==> src/csc_pkg.sv <==
// Constants shared by the clock synthesizer configuration register bank
`default_nettype none
package csc_pkg;
    // Byte offsets reached by the command code
    localparam logic [6:0] OFS_FREQ      = 7'h00;
    localparam logic [6:0] OFS_SPREAD    = 7'h01;
    localparam logic [6:0] OFS_PERIPH    = 7'h02;
    localparam logic [6:0] OFS_MISC      = 7'h03;
    localparam logic [6:0] OFS_WDOG      = 7'h04;
    localparam logic [6:0] OFS_DRIVE     = 7'h05;
    localparam logic [6:0] OFS_RSVD6     = 7'h06;
    localparam logic [6:0] OFS_RSVD7     = 7'h07;
    localparam logic [6:0] OFS_WDOG_CTRL = 7'h09;
    localparam int         NUM_RW_BYTES  = 6;

    // Reset values of bytes 5..0, byte 0 in the low lane
    localparam logic [47:0] RST_BYTES   = 48'hf3_1f_3f_ff_0f_04;
    localparam logic [7:0]  RST_RSVD    = 8'hff;
    localparam logic [7:0]  RST_ZERO    = 8'h00;

    // Command code layout
    localparam int CMD_BYTE_MODE_BIT = 7;

    // Byte 0 fields
    localparam int FREQ_SRC_BIT = 3;
    localparam int SEL_LO_HI    = 6;
    localparam int SEL_LO_LO    = 4;
    localparam int SEL4_BIT     = 2;
    localparam int SEL3_BIT     = 1;
    // Byte 1 fields
    localparam int SPREAD_HI    = 6;
    localparam int SPREAD_LO    = 4;
    localparam logic [2:0] SPREAD_TEST = 3'h1;
    localparam logic [2:0] SPREAD_TRI  = 3'h3;
    // Byte 3 fields
    localparam int SIO_RATE_BIT = 6;
    localparam int USB_ON_BIT   = 5;
    localparam int SIO_ON_BIT   = 4;
    localparam int PCIF_ON_BIT  = 3;
    // Byte 4 fields
    localparam int SKEW_HI      = 7;
    localparam int SKEW_LO      = 6;
    localparam int RELOAD_HI    = 4;
    localparam int PRESCALE_BIT = 5;
    // Byte 5 fields
    localparam int USB_DRV_BIT  = 7;
    localparam int SIO_DRV_BIT  = 6;
    // Watchdog control byte fields
    localparam int WD_RST_EN_BIT  = 4;
    localparam int WD_FLAG_BIT    = 2;
    localparam int WD_RUN_BIT     = 1;

    // Timing
    localparam int CLK_KHZ          = 125000;
    localparam int WD_UNIT_SHORT_MS = 150;
    localparam int WD_UNIT_LONG_MS  = 2500;
    localparam int WD_SHORT_CYC     = WD_UNIT_SHORT_MS * CLK_KHZ;
    localparam int WD_LONG_CYC      = WD_UNIT_LONG_MS * CLK_KHZ;
    localparam int RST_PULSE_CYC    = 16;

    typedef enum logic [1:0] {CSC_IDLE, CSC_CMD, CSC_DATA} csc_state_e;
endpackage
`default_nettype wire

==> src/csc_config_regs.sv <==
// Serial configuration register bank with watchdog of the clock synthesizer
`default_nettype none
module csc_config_regs #(
    parameter int SHORT_CYC = csc_pkg::WD_SHORT_CYC,
    parameter int LONG_CYC  = csc_pkg::WD_LONG_CYC,
    parameter int PULSE_CYC = csc_pkg::RST_PULSE_CYC
) (
    input  wire logic       mclk,
    input  wire logic       rstn,
    input  wire logic       frame_start,
    input  wire logic       frame_stop,
    input  wire logic       bit_valid,
    input  wire logic       bit_in,
    input  wire logic       bit_rd_req,
    output logic            bit_out,
    input  wire logic [4:0] strap_freq_code,
    output logic            freq_source_choice,
    output logic [4:0]      active_freq_code,
    output logic            freq_change,
    output logic [2:0]      spread_mode,
    output logic            outputs_tristated,
    output logic            spread_test_mode,
    output logic [2:0]      host_clk_on,
    output logic [2:0]      intc_clk_on,
    output logic [8:0]      pci_clk_on,
    output logic [2:0]      gfx_clk_on,
    output logic            usb_clk_on,
    output logic            sio_clk_on,
    output logic [1:0]      refout_on,
    output logic            sio_clk_rate_choice,
    output logic [1:0]      periph_skew,
    output logic            usb_clk_drive,
    output logic            sio_clk_drive,
    output logic            wdog_expired_flag,
    output logic            sys_reset_pulse
);
    localparam int PW = $clog2(PULSE_CYC + 1);

    csc_pkg::csc_state_e state_ff, nxt_state;
    logic [7:0]  cfg_ff [0:csc_pkg::NUM_RW_BYTES-1];
    logic [7:0]  nxt_cfg [0:csc_pkg::NUM_RW_BYTES-1];
    logic [6:0]  ofs_ff, nxt_ofs;
    logic [2:0]  bcnt_ff, nxt_bcnt;
    logic [7:0]  shin_ff, nxt_shin;
    logic [2:0]  rcnt_ff, nxt_rcnt;
    logic [7:0]  shout_ff, nxt_shout;
    logic        bout_ff, nxt_bout;
    logic        rst_en_ff, nxt_rst_en;
    logic        run_ff, nxt_run;
    logic        flag_ff, nxt_flag;
    logic        lock_ff, nxt_lock;
    logic        counting_ff, nxt_counting;
    logic [4:0]  wcnt_ff, nxt_wcnt;
    logic [PW-1:0] pcnt_ff, nxt_pcnt;
    logic        srst_ff, nxt_srst;
    logic [4:0]  code_ff, nxt_code;
    logic        fchg_ff, nxt_fchg;
    logic [4:0]  strap_q_ff;
    logic [7:0]  wr_byte;
    logic        wr_now;
    logic        expire;
    logic        restart;
    logic        tick;
    logic [4:0]  reg_code;
    logic        outs_tri_ff, nxt_tri;
    logic        test_ff, nxt_test;

    // Current content of any byte; unmapped offsets read as zero
    function automatic logic [7:0] rd_byte(input logic [6:0] ofs,
                                           input logic [7:0] b0,
                                           input logic [7:0] b1,
                                           input logic [7:0] b2,
                                           input logic [7:0] b3,
                                           input logic [7:0] b4,
                                           input logic [7:0] b5,
                                           input logic [7:0] wd);
        case (ofs)
            csc_pkg::OFS_FREQ:      rd_byte = b0;
            csc_pkg::OFS_SPREAD:    rd_byte = b1;
            csc_pkg::OFS_PERIPH:    rd_byte = b2;
            csc_pkg::OFS_MISC:      rd_byte = b3;
            csc_pkg::OFS_WDOG:      rd_byte = b4;
            csc_pkg::OFS_DRIVE:     rd_byte = b5;
            csc_pkg::OFS_RSVD6:     rd_byte = csc_pkg::RST_RSVD;
            csc_pkg::OFS_RSVD7:     rd_byte = csc_pkg::RST_RSVD;
            csc_pkg::OFS_WDOG_CTRL: rd_byte = wd;
            default:                rd_byte = csc_pkg::RST_ZERO;
        endcase
    endfunction

    ////////////////////////////////////////////////////////////////////////
    // Serial framing: command byte, then data bytes, each MSB first
    always_comb
    begin
        nxt_state = state_ff;
        nxt_ofs   = ofs_ff;
        nxt_bcnt  = bcnt_ff;
        nxt_shin  = shin_ff;
        nxt_rcnt  = rcnt_ff;
        nxt_shout = shout_ff;
        nxt_bout  = bout_ff;
        wr_byte   = {shin_ff[6:0], bit_in};
        wr_now    = 1'b0;
        case (state_ff)
            csc_pkg::CSC_IDLE:
            begin
                nxt_bcnt = 3'h0;
            end
            csc_pkg::CSC_CMD:
            begin
                if (bit_valid)
                begin
                    nxt_shin = wr_byte;
                    nxt_bcnt = bcnt_ff + 3'h1;
                    if (bcnt_ff == 3'h7)
                    begin
                        // Byte access lands at the offset, block at zero
                        nxt_ofs = wr_byte[csc_pkg::CMD_BYTE_MODE_BIT]
                                ? wr_byte[6:0] : csc_pkg::OFS_FREQ;
                        nxt_rcnt  = 3'h0;
                        nxt_state = csc_pkg::CSC_DATA;
                    end
                end
            end
            csc_pkg::CSC_DATA:
            begin
                if (bit_valid)
                begin
                    nxt_shin = wr_byte;
                    nxt_bcnt = bcnt_ff + 3'h1;
                    if (bcnt_ff == 3'h7)
                    begin
                        wr_now  = 1'b1;
                        nxt_ofs = ofs_ff + 7'h01;
                    end
                end
                else if (bit_rd_req)
                begin
                    // Snapshot at the first bit so a byte never tears
                    if (rcnt_ff == 3'h0)
                    begin
                        nxt_shout = rd_byte(ofs_ff, cfg_ff[0], cfg_ff[1],
                            cfg_ff[2], cfg_ff[3], cfg_ff[4], cfg_ff[5],
                            {3'h0, rst_en_ff, 1'b0, flag_ff, run_ff, 1'b0});
                    end
                    else
                    begin
                        nxt_shout = {shout_ff[6:0], 1'b0};
                    end
                    nxt_bout = (rcnt_ff == 3'h0)
                             ? nxt_shout[7] : shout_ff[6];
                    nxt_rcnt = rcnt_ff + 3'h1;
                    if (rcnt_ff == 3'h7)
                    begin
                        nxt_ofs = ofs_ff + 7'h01;
                    end
                end
            end
            default:
            begin
                nxt_state = csc_pkg::CSC_IDLE;
            end
        endcase
        // A stop drops any partial byte; a start wins over it
        if (frame_stop)
        begin
            nxt_state = csc_pkg::CSC_IDLE;
        end
        if (frame_start)
        begin
            nxt_state = csc_pkg::CSC_CMD;
            nxt_bcnt  = 3'h0;
        end
    end

    always_ff @(posedge mclk or negedge rstn)
    begin
        if (!rstn)
        begin
            state_ff <= csc_pkg::CSC_IDLE;
            ofs_ff   <= 7'h00;
            bcnt_ff  <= 3'h0;
            shin_ff  <= 8'h00;
            rcnt_ff  <= 3'h0;
            shout_ff <= 8'h00;
            bout_ff  <= 1'b0;
        end
        else
        begin
            state_ff <= nxt_state;
            ofs_ff   <= nxt_ofs;
            bcnt_ff  <= nxt_bcnt;
            shin_ff  <= nxt_shin;
            rcnt_ff  <= nxt_rcnt;
            shout_ff <= nxt_shout;
            bout_ff  <= nxt_bout;
        end
    end

    ////////////////////////////////////////////////////////////////////////
    // Register bytes and watchdog control; reserved bits of bytes 0 to 5 kept as written, those of the control byte read as zero
    always_comb
    begin
        for (int i = 0; i < csc_pkg::NUM_RW_BYTES; i++)
        begin
            nxt_cfg[i] = cfg_ff[i];
        end
        nxt_rst_en = rst_en_ff;
        nxt_run    = run_ff;
        nxt_flag   = flag_ff;
        nxt_fchg   = 1'b0;
        if (wr_now)
        begin
            if (ofs_ff < 7'(csc_pkg::NUM_RW_BYTES))
            begin
                // Recovery lock refuses frequency changes
                if (!(lock_ff && ofs_ff == csc_pkg::OFS_FREQ))
                begin
                    nxt_cfg[ofs_ff[2:0]] = wr_byte;
                end
                if (!lock_ff && ofs_ff == csc_pkg::OFS_FREQ
                    && wr_byte != cfg_ff[0])
                begin
                    nxt_fchg = 1'b1;
                end
            end
            else if (ofs_ff == csc_pkg::OFS_WDOG_CTRL)
            begin
                nxt_rst_en = wr_byte[csc_pkg::WD_RST_EN_BIT];
                nxt_run    = wr_byte[csc_pkg::WD_RUN_BIT];
                if (wr_byte[csc_pkg::WD_FLAG_BIT])
                begin
                    nxt_flag = 1'b0;
                end
            end
        end
        // Strap moves count as a change while byte 0 selects the straps, not in recovery mode alone
        if (!cfg_ff[0][csc_pkg::FREQ_SRC_BIT] && strap_q_ff != strap_freq_code)
        begin
            nxt_fchg = 1'b1;
        end
        if (expire)
        begin
            nxt_flag = 1'b1;                      // Set wins
        end
        // Spread decode registered so the pins never glitch
        nxt_tri  = nxt_cfg[1][csc_pkg::SPREAD_HI:csc_pkg::SPREAD_LO]
                 == csc_pkg::SPREAD_TRI;
        nxt_test = nxt_cfg[1][csc_pkg::SPREAD_HI:csc_pkg::SPREAD_LO]
                 == csc_pkg::SPREAD_TEST;
    end

    always_ff @(posedge mclk or negedge rstn)
    begin
        if (!rstn)
        begin
            for (int i = 0; i < csc_pkg::NUM_RW_BYTES; i++)
            begin
                cfg_ff[i] <= csc_pkg::RST_BYTES[i*8 +: 8];
            end
            rst_en_ff  <= 1'b0;
            run_ff     <= 1'b0;
            flag_ff    <= 1'b0;
            fchg_ff    <= 1'b0;
            strap_q_ff <= 5'h00;
            outs_tri_ff <= 1'b0;
            test_ff     <= 1'b0;
        end
        else
        begin
            for (int i = 0; i < csc_pkg::NUM_RW_BYTES; i++)
            begin
                cfg_ff[i] <= nxt_cfg[i];
            end
            rst_en_ff  <= nxt_rst_en;
            run_ff     <= nxt_run;
            flag_ff    <= nxt_flag;
            fchg_ff    <= nxt_fchg;
            strap_q_ff <= strap_freq_code;
            outs_tri_ff <= nxt_tri;
            test_ff     <= nxt_test;
        end
    end

    ////////////////////////////////////////////////////////////////////////
    // Watchdog: armed by run, started by a frequency change
    assign restart = nxt_fchg && run_ff && !counting_ff;
    assign expire  = counting_ff && tick && wcnt_ff <= 5'h01;

    csc_wdog_tick #(
        .SHORT_CYC (SHORT_CYC),
        .LONG_CYC  (LONG_CYC)
    ) csc_wdog_tick_i (
        .mclk       (mclk),
        .rstn       (rstn),
        .enable     (counting_ff),
        .restart    (restart),
        .long_scale (cfg_ff[4][csc_pkg::PRESCALE_BIT]),
        .tick       (tick)
    );

    always_comb
    begin
        nxt_counting = counting_ff;
        nxt_wcnt     = wcnt_ff;
        nxt_lock     = lock_ff;
        nxt_pcnt     = pcnt_ff;
        nxt_srst     = pcnt_ff != '0;
        if (pcnt_ff != '0)
        begin
            nxt_pcnt = pcnt_ff - PW'(1);
        end
        if (!run_ff)
        begin
            // Stopped: hold the reload value and leave recovery mode
            nxt_counting = 1'b0;
            nxt_wcnt     = cfg_ff[4][csc_pkg::RELOAD_HI:0];
            nxt_lock     = 1'b0;
        end
        else if (restart)
        begin
            nxt_counting = 1'b1;
            nxt_wcnt     = cfg_ff[4][csc_pkg::RELOAD_HI:0];
        end
        else if (expire)
        begin
            nxt_counting = 1'b0;
            nxt_lock     = 1'b1;
            if (rst_en_ff)
            begin
                nxt_pcnt = PW'(PULSE_CYC);
            end
        end
        else if (counting_ff && tick)
        begin
            nxt_wcnt = wcnt_ff - 5'h01;
        end
        // Recovery mode follows the straps regardless of byte 0
        reg_code = {cfg_ff[0][csc_pkg::SEL4_BIT], cfg_ff[0][csc_pkg::SEL3_BIT],
                    cfg_ff[0][csc_pkg::SEL_LO_HI:csc_pkg::SEL_LO_LO]};
        nxt_code = (cfg_ff[0][csc_pkg::FREQ_SRC_BIT] && !nxt_lock)
                 ? reg_code : strap_freq_code;
    end

    always_ff @(posedge mclk or negedge rstn)
    begin
        if (!rstn)
        begin
            counting_ff <= 1'b0;
            wcnt_ff     <= 5'h00;
            lock_ff     <= 1'b0;
            pcnt_ff     <= '0;
            srst_ff     <= 1'b0;
            code_ff     <= 5'h00;
        end
        else
        begin
            counting_ff <= nxt_counting;
            wcnt_ff     <= nxt_wcnt;
            lock_ff     <= nxt_lock;
            pcnt_ff     <= nxt_pcnt;
            srst_ff     <= nxt_srst;
            code_ff     <= nxt_code;
        end
    end

    ////////////////////////////////////////////////////////////////////////
    // Outputs are bits of the register flops; frequency table lies outside
    assign bit_out             = bout_ff;
    assign freq_source_choice  = cfg_ff[0][csc_pkg::FREQ_SRC_BIT];
    assign active_freq_code    = code_ff;
    assign freq_change         = fchg_ff;
    assign spread_mode = cfg_ff[1][csc_pkg::SPREAD_HI:csc_pkg::SPREAD_LO];
    assign outputs_tristated   = outs_tri_ff;
    assign spread_test_mode    = test_ff;
    assign host_clk_on         = cfg_ff[1][3:1];
    assign intc_clk_on         = {cfg_ff[1][0], cfg_ff[5][5:4]};
    assign pci_clk_on = {cfg_ff[3][csc_pkg::PCIF_ON_BIT], cfg_ff[2]};
    assign gfx_clk_on          = cfg_ff[3][2:0];
    assign usb_clk_on          = cfg_ff[3][csc_pkg::USB_ON_BIT];
    assign sio_clk_on          = cfg_ff[3][csc_pkg::SIO_ON_BIT];
    assign refout_on           = cfg_ff[5][1:0];
    assign sio_clk_rate_choice = cfg_ff[3][csc_pkg::SIO_RATE_BIT];
    assign periph_skew = cfg_ff[4][csc_pkg::SKEW_HI:csc_pkg::SKEW_LO];
    assign usb_clk_drive       = cfg_ff[5][csc_pkg::USB_DRV_BIT];
    assign sio_clk_drive       = cfg_ff[5][csc_pkg::SIO_DRV_BIT];
    assign wdog_expired_flag   = flag_ff;
    assign sys_reset_pulse     = srst_ff;
endmodule
`default_nettype wire

==> src/csc_wdog_tick.sv <==
// Watchdog prescaler that emits one pulse per count unit
`default_nettype none
module csc_wdog_tick #(
    parameter int SHORT_CYC = csc_pkg::WD_SHORT_CYC,
    parameter int LONG_CYC  = csc_pkg::WD_LONG_CYC
) (
    input  wire logic mclk,
    input  wire logic rstn,
    input  wire logic enable,
    input  wire logic restart,
    input  wire logic long_scale,
    output logic      tick
);
    logic [31:0] div_ff;
    logic [31:0] nxt_div;
    logic        tick_ff;
    logic        nxt_tick;
    logic [31:0] limit;

    assign tick = tick_ff;

    ////////////////////////////////////////////////////////////////////////
    // Divider; restart realigns the unit so the first one is a full unit
    always_comb
    begin
        limit    = long_scale ? LONG_CYC - 1 : SHORT_CYC - 1;
        nxt_div  = div_ff;
        nxt_tick = 1'b0;
        if (restart || !enable)
        begin
            nxt_div = 32'h0000_0000;
        end
        else if (div_ff >= limit)
        begin
            nxt_div  = 32'h0000_0000;
            nxt_tick = 1'b1;
        end
        else
        begin
            nxt_div = div_ff + 32'h0000_0001;
        end
    end

    always_ff @(posedge mclk or negedge rstn)
    begin
        if (!rstn)
        begin
            div_ff  <= 32'h0000_0000;
            tick_ff <= 1'b0;
        end
        else
        begin
            div_ff  <= nxt_div;
            tick_ff <= nxt_tick;
        end
    end
endmodule
`default_nettype wire
==> config.mk <==
export PLATFORM = sky130hd
export DESIGN_NAME = csc_config_regs
export DESIGN_NICKNAME = d
export VERILOG_FILES = /design/src/csc_pkg.sv /design/src/csc_config_regs.sv /design/src/csc_wdog_tick.sv
export SDC_FILE = /design/constraint.sdc
export NUM_CORES = 1
export LEC_CHECK = 0
export BUFFER_PORTS_ARGS = -buffer_cell sky130_fd_sc_hd__buf_2
export CAP_MARGIN = 10
export CELL_PAD_IN_SITES_DETAIL_PLACEMENT = 2
export CELL_PAD_IN_SITES_GLOBAL_PLACEMENT = 2
export CORE_AREA = 4 4 165 167
export CTS_BUF_LIST = sky130_fd_sc_hd__clkbuf_8
export DETAILED_ROUTE_END_ITERATION = 12
export DIE_AREA = 0 0 169 171
export HOLD_SLACK_MARGIN = 0.12
export PLACE_DENSITY = 0.7
export SLEW_MARGIN = 20
export SYNTH_ARGS = -nofsm -noshare
export SYNTH_HDL_FRONTEND = slang
export SYNTH_SLANG_ARGS = --single-unit
==> constraint.sdc <==
create_clock -name mclk -period 3.2 [get_ports mclk]
set_input_delay 0.64 -clock mclk [delete_from_list [all_inputs] [get_ports mclk]]
set_output_delay 0.64 -clock mclk [all_outputs]
set_load 0.1 [all_outputs]
After elaboration in Yosys (flattened, before gate mapping)
Cells that the tools add are included.
Widths: inputs -> output; s select.

cells by class
  reduce and logical (&&, ||, !) cells = 37
  equal/unequal tests = 31
  $add $sub $neg = 6
  bitwise logic cells = 4
  order comparisons = 5
  multiplexer cells = 63

operators by type and width
  operator               count
  $mux 39                3
  $mux 32                2
  $pmux 8 s8             1
  $mux 5                 10
  $mux 7                 7
  $bwmux 48              1
  $add 32x1->32 const B  1
  $ge 32x32->1           1
  $mux 29                1
  $eq 7x3->1 const B     4
  $demux 8 s3            1
  $mux 1                 21
  $mux 3                 6
  $mux 8                 2
  $eq 7x2->1 const B     2
  $pmux 7 s2             1
  $ne 3x1->1 const B     4
  $pmux 3 s2             2
  $reduce_and 3->1       4
  $logic_and 1x1->1      10
  $ne 2x2->1 const B     5
  $sub 5x1->5 const B    2
  $ne 3x3->1 const B     3
  $mux 2                 4
  other kinds (33)       48

storage, ports and cells
  output and inout port bits = 42
  word-level logic and storage cells = 175
  input bits = 12
  register bits = 140

Longest topological paths before layout
  word-level depth = 14
  gate-level depth with buffers = 9
  gate-level depth less buffers = 7

Cells and area by module
A second synthesis with hierarchy kept.

unflattened totals
  cells, all modules = 706
  area, all modules = 7,643.6 µm²

by module, submodules not included
  module           cells an instance  seq. area each (µm²)  instances  area each (µm²)
  csc_config_regs  501                2,715.1               1          5,582.9
  csc_wdog_tick    205                825.8                 1          2,060.7

Least setup slack after synthesis
Ideal clock, no wire load.

  path type = register -> register
  from = reg ofs_ff[1]
  to = reg wcnt_ff[0]
  path buffers = 1
  data arrival time = 2.539 ns
  library setup time = 0.125 ns
  stages on the path, launching flop included = 9
  required time = 3.075 ns
  setup slack = 0.536 ns
  clock period less this slack = 2.664 ns
  path through = dfrtp_1 -> inv_1 -> ha_1 -> nor3b_1 -> and2_1 -> clkbuf_1 -> nand2_1 -> o311ai_1 -> mux2_2

on the way
  cells in the longest elaborated chain, start to end = 11
  elaborated cells on any way between the ends = 15
  classes of those cells = order compare (1); eq/ne (2); mux (6); reduce/logical (6)

RTL lines
  what                                                                RTL line                text
  start: declaration                                                  csc_config_regs.sv:42   logic [6:0] ofs_ff, nxt_ofs;
  start signal: assignment                                            csc_config_regs.sv:191  ofs_ff <= nxt_ofs;
  parallel branches: the longest is 4 deep, another holds $lt 7x3->1  --
  $mux 1 (*)                                                          csc_config_regs.sv:214  if (ofs_ff < 7'(csc_pkg::NUM_RW_BYTES))
  $mux 1 (*)                                                          csc_config_regs.sv:212  if (wr_now)
  $mux 1 (*)                                                          csc_config_regs.sv:238  if (!cfg_ff[0][csc_pkg::FREQ_SRC_BIT] && strap_q_ff != strap_freq_code)
  $logic_and 1x1->1 (*) (2 in a row)                                  csc_config_regs.sv:287  assign restart = nxt_fchg && run_ff && !counting_ff;
  $ne 3x1->1 (no source line), or another cell as far along           --
  $reduce_and 2->1 (no source line) / $mux 5 (equally long branches)  --
  end signal: assignment                                              csc_config_regs.sv:359  wcnt_ff <= nxt_wcnt;
  end: declaration                                                    csc_config_regs.sv:53   logic [4:0] wcnt_ff, nxt_wcnt;

Mark *: on every way between the ends.
A chain may end at the register's enable or synchronous reset.

Worst setup path after layout
  from = reg ofs_ff[0]
  to = reg cfg_ff[23] (netlist name)

on the way
  cells in the longest elaborated chain, start to end = 6
  elaborated cells on any way between the ends = 12
  classes of those cells = order compare (3); mux (3); bitwise (2); reduce/logical (4)

RTL lines
  what                                                                   RTL line                text
  $not 3->4 (implied by the code)                                        csc_config_regs.sv:219  nxt_cfg[ofs_ff[2:0]] = wr_byte;
  $ge 4x4->1 (implied by the code) / $lt 4x1->1 (equally long branches)  csc_config_regs.sv:219
  $logic_and 1x1->1 (implied by the code)                                csc_config_regs.sv:219
  $mux 8 (implied by the code)                                           csc_config_regs.sv:219
  $demux 8 s3                                                            csc_config_regs.sv:219
  $bwmux 48                                                              csc_config_regs.sv:219
  end signal: indexed assignment                                         csc_config_regs.sv:259  cfg_ff[i] <= csc_pkg::RST_BYTES[i*8 +: 8];
  end signal: indexed assignment                                         csc_config_regs.sv:273  cfg_ff[i] <= nxt_cfg[i];
  end: declaration                                                       csc_config_regs.sv:40   logic [7:0] cfg_ff [0:csc_pkg::NUM_RW_BYTES-1];

Several ways; a longest one is shown, not always the timed one.

==> run_results.csv <==
group,metric,value,unit
clock_network,cts.sinks,140,
synthesis,async_flop_share,1.00,
synthesis,synth_seq_area_share,0.466,
cells_and_area,layout_filler_cell_count,2778,
clock_network,clk_latency,0.47,ns
clock_network,clock_buffers_created_by_tritoncts,17,
cells_and_area,antenna_cells_inserted,0,
die,die_w,169,µm
pwr,vdd_drop_max,0.243,mV
drt,drt_pre_antenna_iters,4,
sta,timing.max_slew.rel_slack,0.351,
pwr,cellPowerDensity,500,mW/mm²
pwr,cell_internal_pwr,2.68,mW
synthesis,netlist_top_cells_area,"dfrtp_1, dfstp_2, mux2_2, ha_1, xnor2_1",
worst_setup_path,worst_setup_path_start_kind,"flop",
drt,wire_per_inst,20.4,µm
synthesis,synthesis.area_per_instance,10.8,µm²
synthesis,count_of_flip_flops_with_a_built_in_enable_after_synthesis,0,
synthesis,yosys_register_bits,140,
sta,timing.final.crit_share,0.898,
worst_setup_path,highest_net_fanout_along_the_worst_path,8,
sta,fin_ws,0.327,ns
pwr,pwr-share-clk,0.353,
cells_and_area,multiInputGateArea,0.00362,mm²
pwr,p_sw_frac,0.370,
sta,final-hold-violation-count,0,
cells_and_area,seq_area,0.00354,mm²
clock_network,cts_max_path_buffers,2,
worst_setup_path,r2r_cells,7,
drt,drt.antenna.violating_nets,0,
cells_and_area,finish.net_count,772,
clock_network,tritoncts,"yes",
clock_network,cts_max_level,4,
clock_network,clk_transition_reported_paths,0.10,ns
drt,route.final.wire_length,22.0,mm
global_routing,antenna_found_initial,0,
die,fp.coreArea,0.0258,mm²
synthesis,yosys.cell_count.top_type,"dfrtp_1",
sta,setup_viol_count_final,0,
synthesis,synth.lib_cells_used.distinct,62,
global_routing,leftover_overflow_at_the_end_of_global_routing,0,
job,max_cap_violations,0,
drt,drc_errors,0,
die,design.portCount,54,
pwr,switching_power,1.57,mW
clock_network,hold_buffers,0,
pwr,power.combinational.fraction,0.151,
placement,dp_worst_setup_slack,0.384,ns
drt,detailroute.via_count,5589,
pwr,totalPowerFinal,4.26,mW
worst_setup_path,setup.reg_to_reg.worst_slack,0.33,ns
die,dieArea,0.0289,mm²
synthesis,ys_top_cells_by_count,"dfrtp_1, nor3_1, mux2_2",
clock_network,buffers_inserted_by_post_cts_timing_repair,0,
sta,grt_setup_unrepaired,"no",
worst_setup_path,cp_arrival,3.24,ns
clock_network,cts.repair.resized,0,
sta,fin_worst_skew,0.0169,ns
sta,final.setup.tns,0,ns
sta,fin_crit,2.87,ns
sta,drv_slew,0,
worst_setup_path,critical_path_start_end_classification,"reg -> reg",
synthesis,netlist_instances,701,
sta,tightest_hold_margin,0.207,ns
cells_and_area,final_core_util,0.330,
synthesis,synthesized_cell_area,0.00760,mm²
pwr,pwr-share-seq,0.495,
synthesis,yosys_most_used_dff,"dfrtp_1",
cells_and_area,drive_gt1_frac,0.280,
synthesis,synth_top_area_cell,"dfrtp_1",
cells_and_area,area_growth_syn_to_layout,12.0,%
global_routing,maximum_number_of_pins_on_one_net_before_global_route_repair,75,
global_routing,grt_pass1_wl,36.2,mm
drt,via_density_per_instance,5.18,
global_routing,globalRouteTotalUtil,0.160,
synthesis,yosys_warnings,0,
worst_setup_path,timing.critical_path.to_type,"flop",
global_routing,vias_in_the_first_global_route,6198,
die,num_rows,59,
placement,buffer_ports.inserted,53,
placement,gpl.final_weighted_congestion,0.812,
sta,fmax,348,MHz
worst_setup_path,worstPathRequired,3.56,ns
placement,dp_hpwl,15.7,mm
die,floorplan.initialDensity,0.295,
pwr,leakagePower,3.68,nW
synthesis,synth_top_cell_area_share,0.362,
worst_hold_path,timing.hold.worst.class,"in -> async",
drt,drtIter0Drc,228,
sta,worst_slew_pin_slew,0.973,ns
clock_network,ctsRootBufferMaster,"clkbuf_8",
status,result_of_the_run,"completed",
die,die_y,171,µm
## sequential cells by signal (all words and copies together), names as in the netlist, 2 cells and up
name and cells:
shout_ff 7, active_freq_code 5, rcnt_ff 3, host_clk_on 3, spread_mode 3, bcnt_ff 3
csc_wdog_tick_i.div_ff 32, wcnt_ff 5, intc_clk_on 3, pci_clk_on 9, shin_ff 7, state_ff 2
periph_skew 2, pcnt_ff 5, gfx_clk_on 3, cfg_ff 17, strap_q_ff 5, ofs_ff 7
refout_on 2
## power groups by stage
stage	logic, mW	registers [mW]	clock network, mW
6_report	0.644	2.11	1.50
5_1_grt	0.715	2.13	1.64
4_1_cts	0.651	2.11	1.55
3_5_place_dp	0.642	2.14	0
2_1_floorplan	0.504	1.98	0
3_3_place_gp	0.627	2.13	0
## critical path: stages (launching register included)
cell and delay [ns]:
dfrtp_1 0.58, inv_1 0.21, ha_1 0.35, nor3b_1 0.21, nand3_1 0.16, nand2_2 0.14
or4_1 0.71, mux2_4 0.40
## cell type report
class | count | share of cell area
Multi-Input combinational cell | 478 | 0.426
Sequential cell | 140 | 0.416
Inverter | 22 | 0.00970
Timing Repair Buffer | 71 | 0.0492
Tap cell | 335 | 0.0492
Clock buffer | 17 | 0.0275
Clock inverter | 15 | 0.0228
## stage by stage
step / area (µm²) / cells
floorplan: 7600 / 702
global route: 8510 / 1078
detailed placement: 8090 / 1046
finish: 8510 / 1078
CTS: 8510 / 1078
global placement: 8090 / 1046
## path summary, 6_finish.rpt
path | startpoint | to
max reg2reg | ofs_ff[0] | cfg_ff[23]
min in group mclk | strap_freq_code[0] | strap_q_ff[0]
min reg2reg | shout_ff[0] | shout_ff[0]
min | rstn | csc_wdog_tick_i.div_ff[5]
max | ofs_ff[0] | cfg_ff[23]
max in group asynchronous | rstn | pci_clk_on[0]
## cells by family (layout without fill, tap and decap cells)
family	count (synthesis)	count (layout)	share of synthesized area
adder cells (fa/ha/maj)	30	30	0.0494
flip-flops	140	140	0.466
multiplexers	73	73	0.115
buffers and inverters	84	125	0.0578
AO/OA/AOI/OAI	102	102	0.102
XOR/XNOR	46	46	0.0530
AND/OR/NAND/NOR	225	225	0.156
other	1	2	0.000493
## metal layers
layer,wire (µm),global-route usage
met5,0,0
met3,475,0.0273
met4,338,0.0438
met1,9770,0.202
met2,11400,0.283
## layout by cell type (no fill, tap or decap), types with 5 or more instances in the layout
cell,count
a21oi_1,12
dfrtp_1,110
nor2_1,33
xnor2_1,39
buf_4,17
nand2b_1,6
buf_2,52
a22o_1,9
nor3_1,56
or3_1,5
clkinv_8,7
nor4_1,6
nand3_1,17
and3_1,10
nand2_1,50
and4_1,5
o21ai_0,15
xor2_1,7
mux2i_1,6
ha_1,30
inv_1,22
a211oi_1,5
clkbuf_8,17
mux2_4,16
o221ai_1,7
nand4_1,12
dfstp_2,30
a22oi_1,7
a221oi_1,11
mux2_2,51
Power figures use the tool's default switching activity.
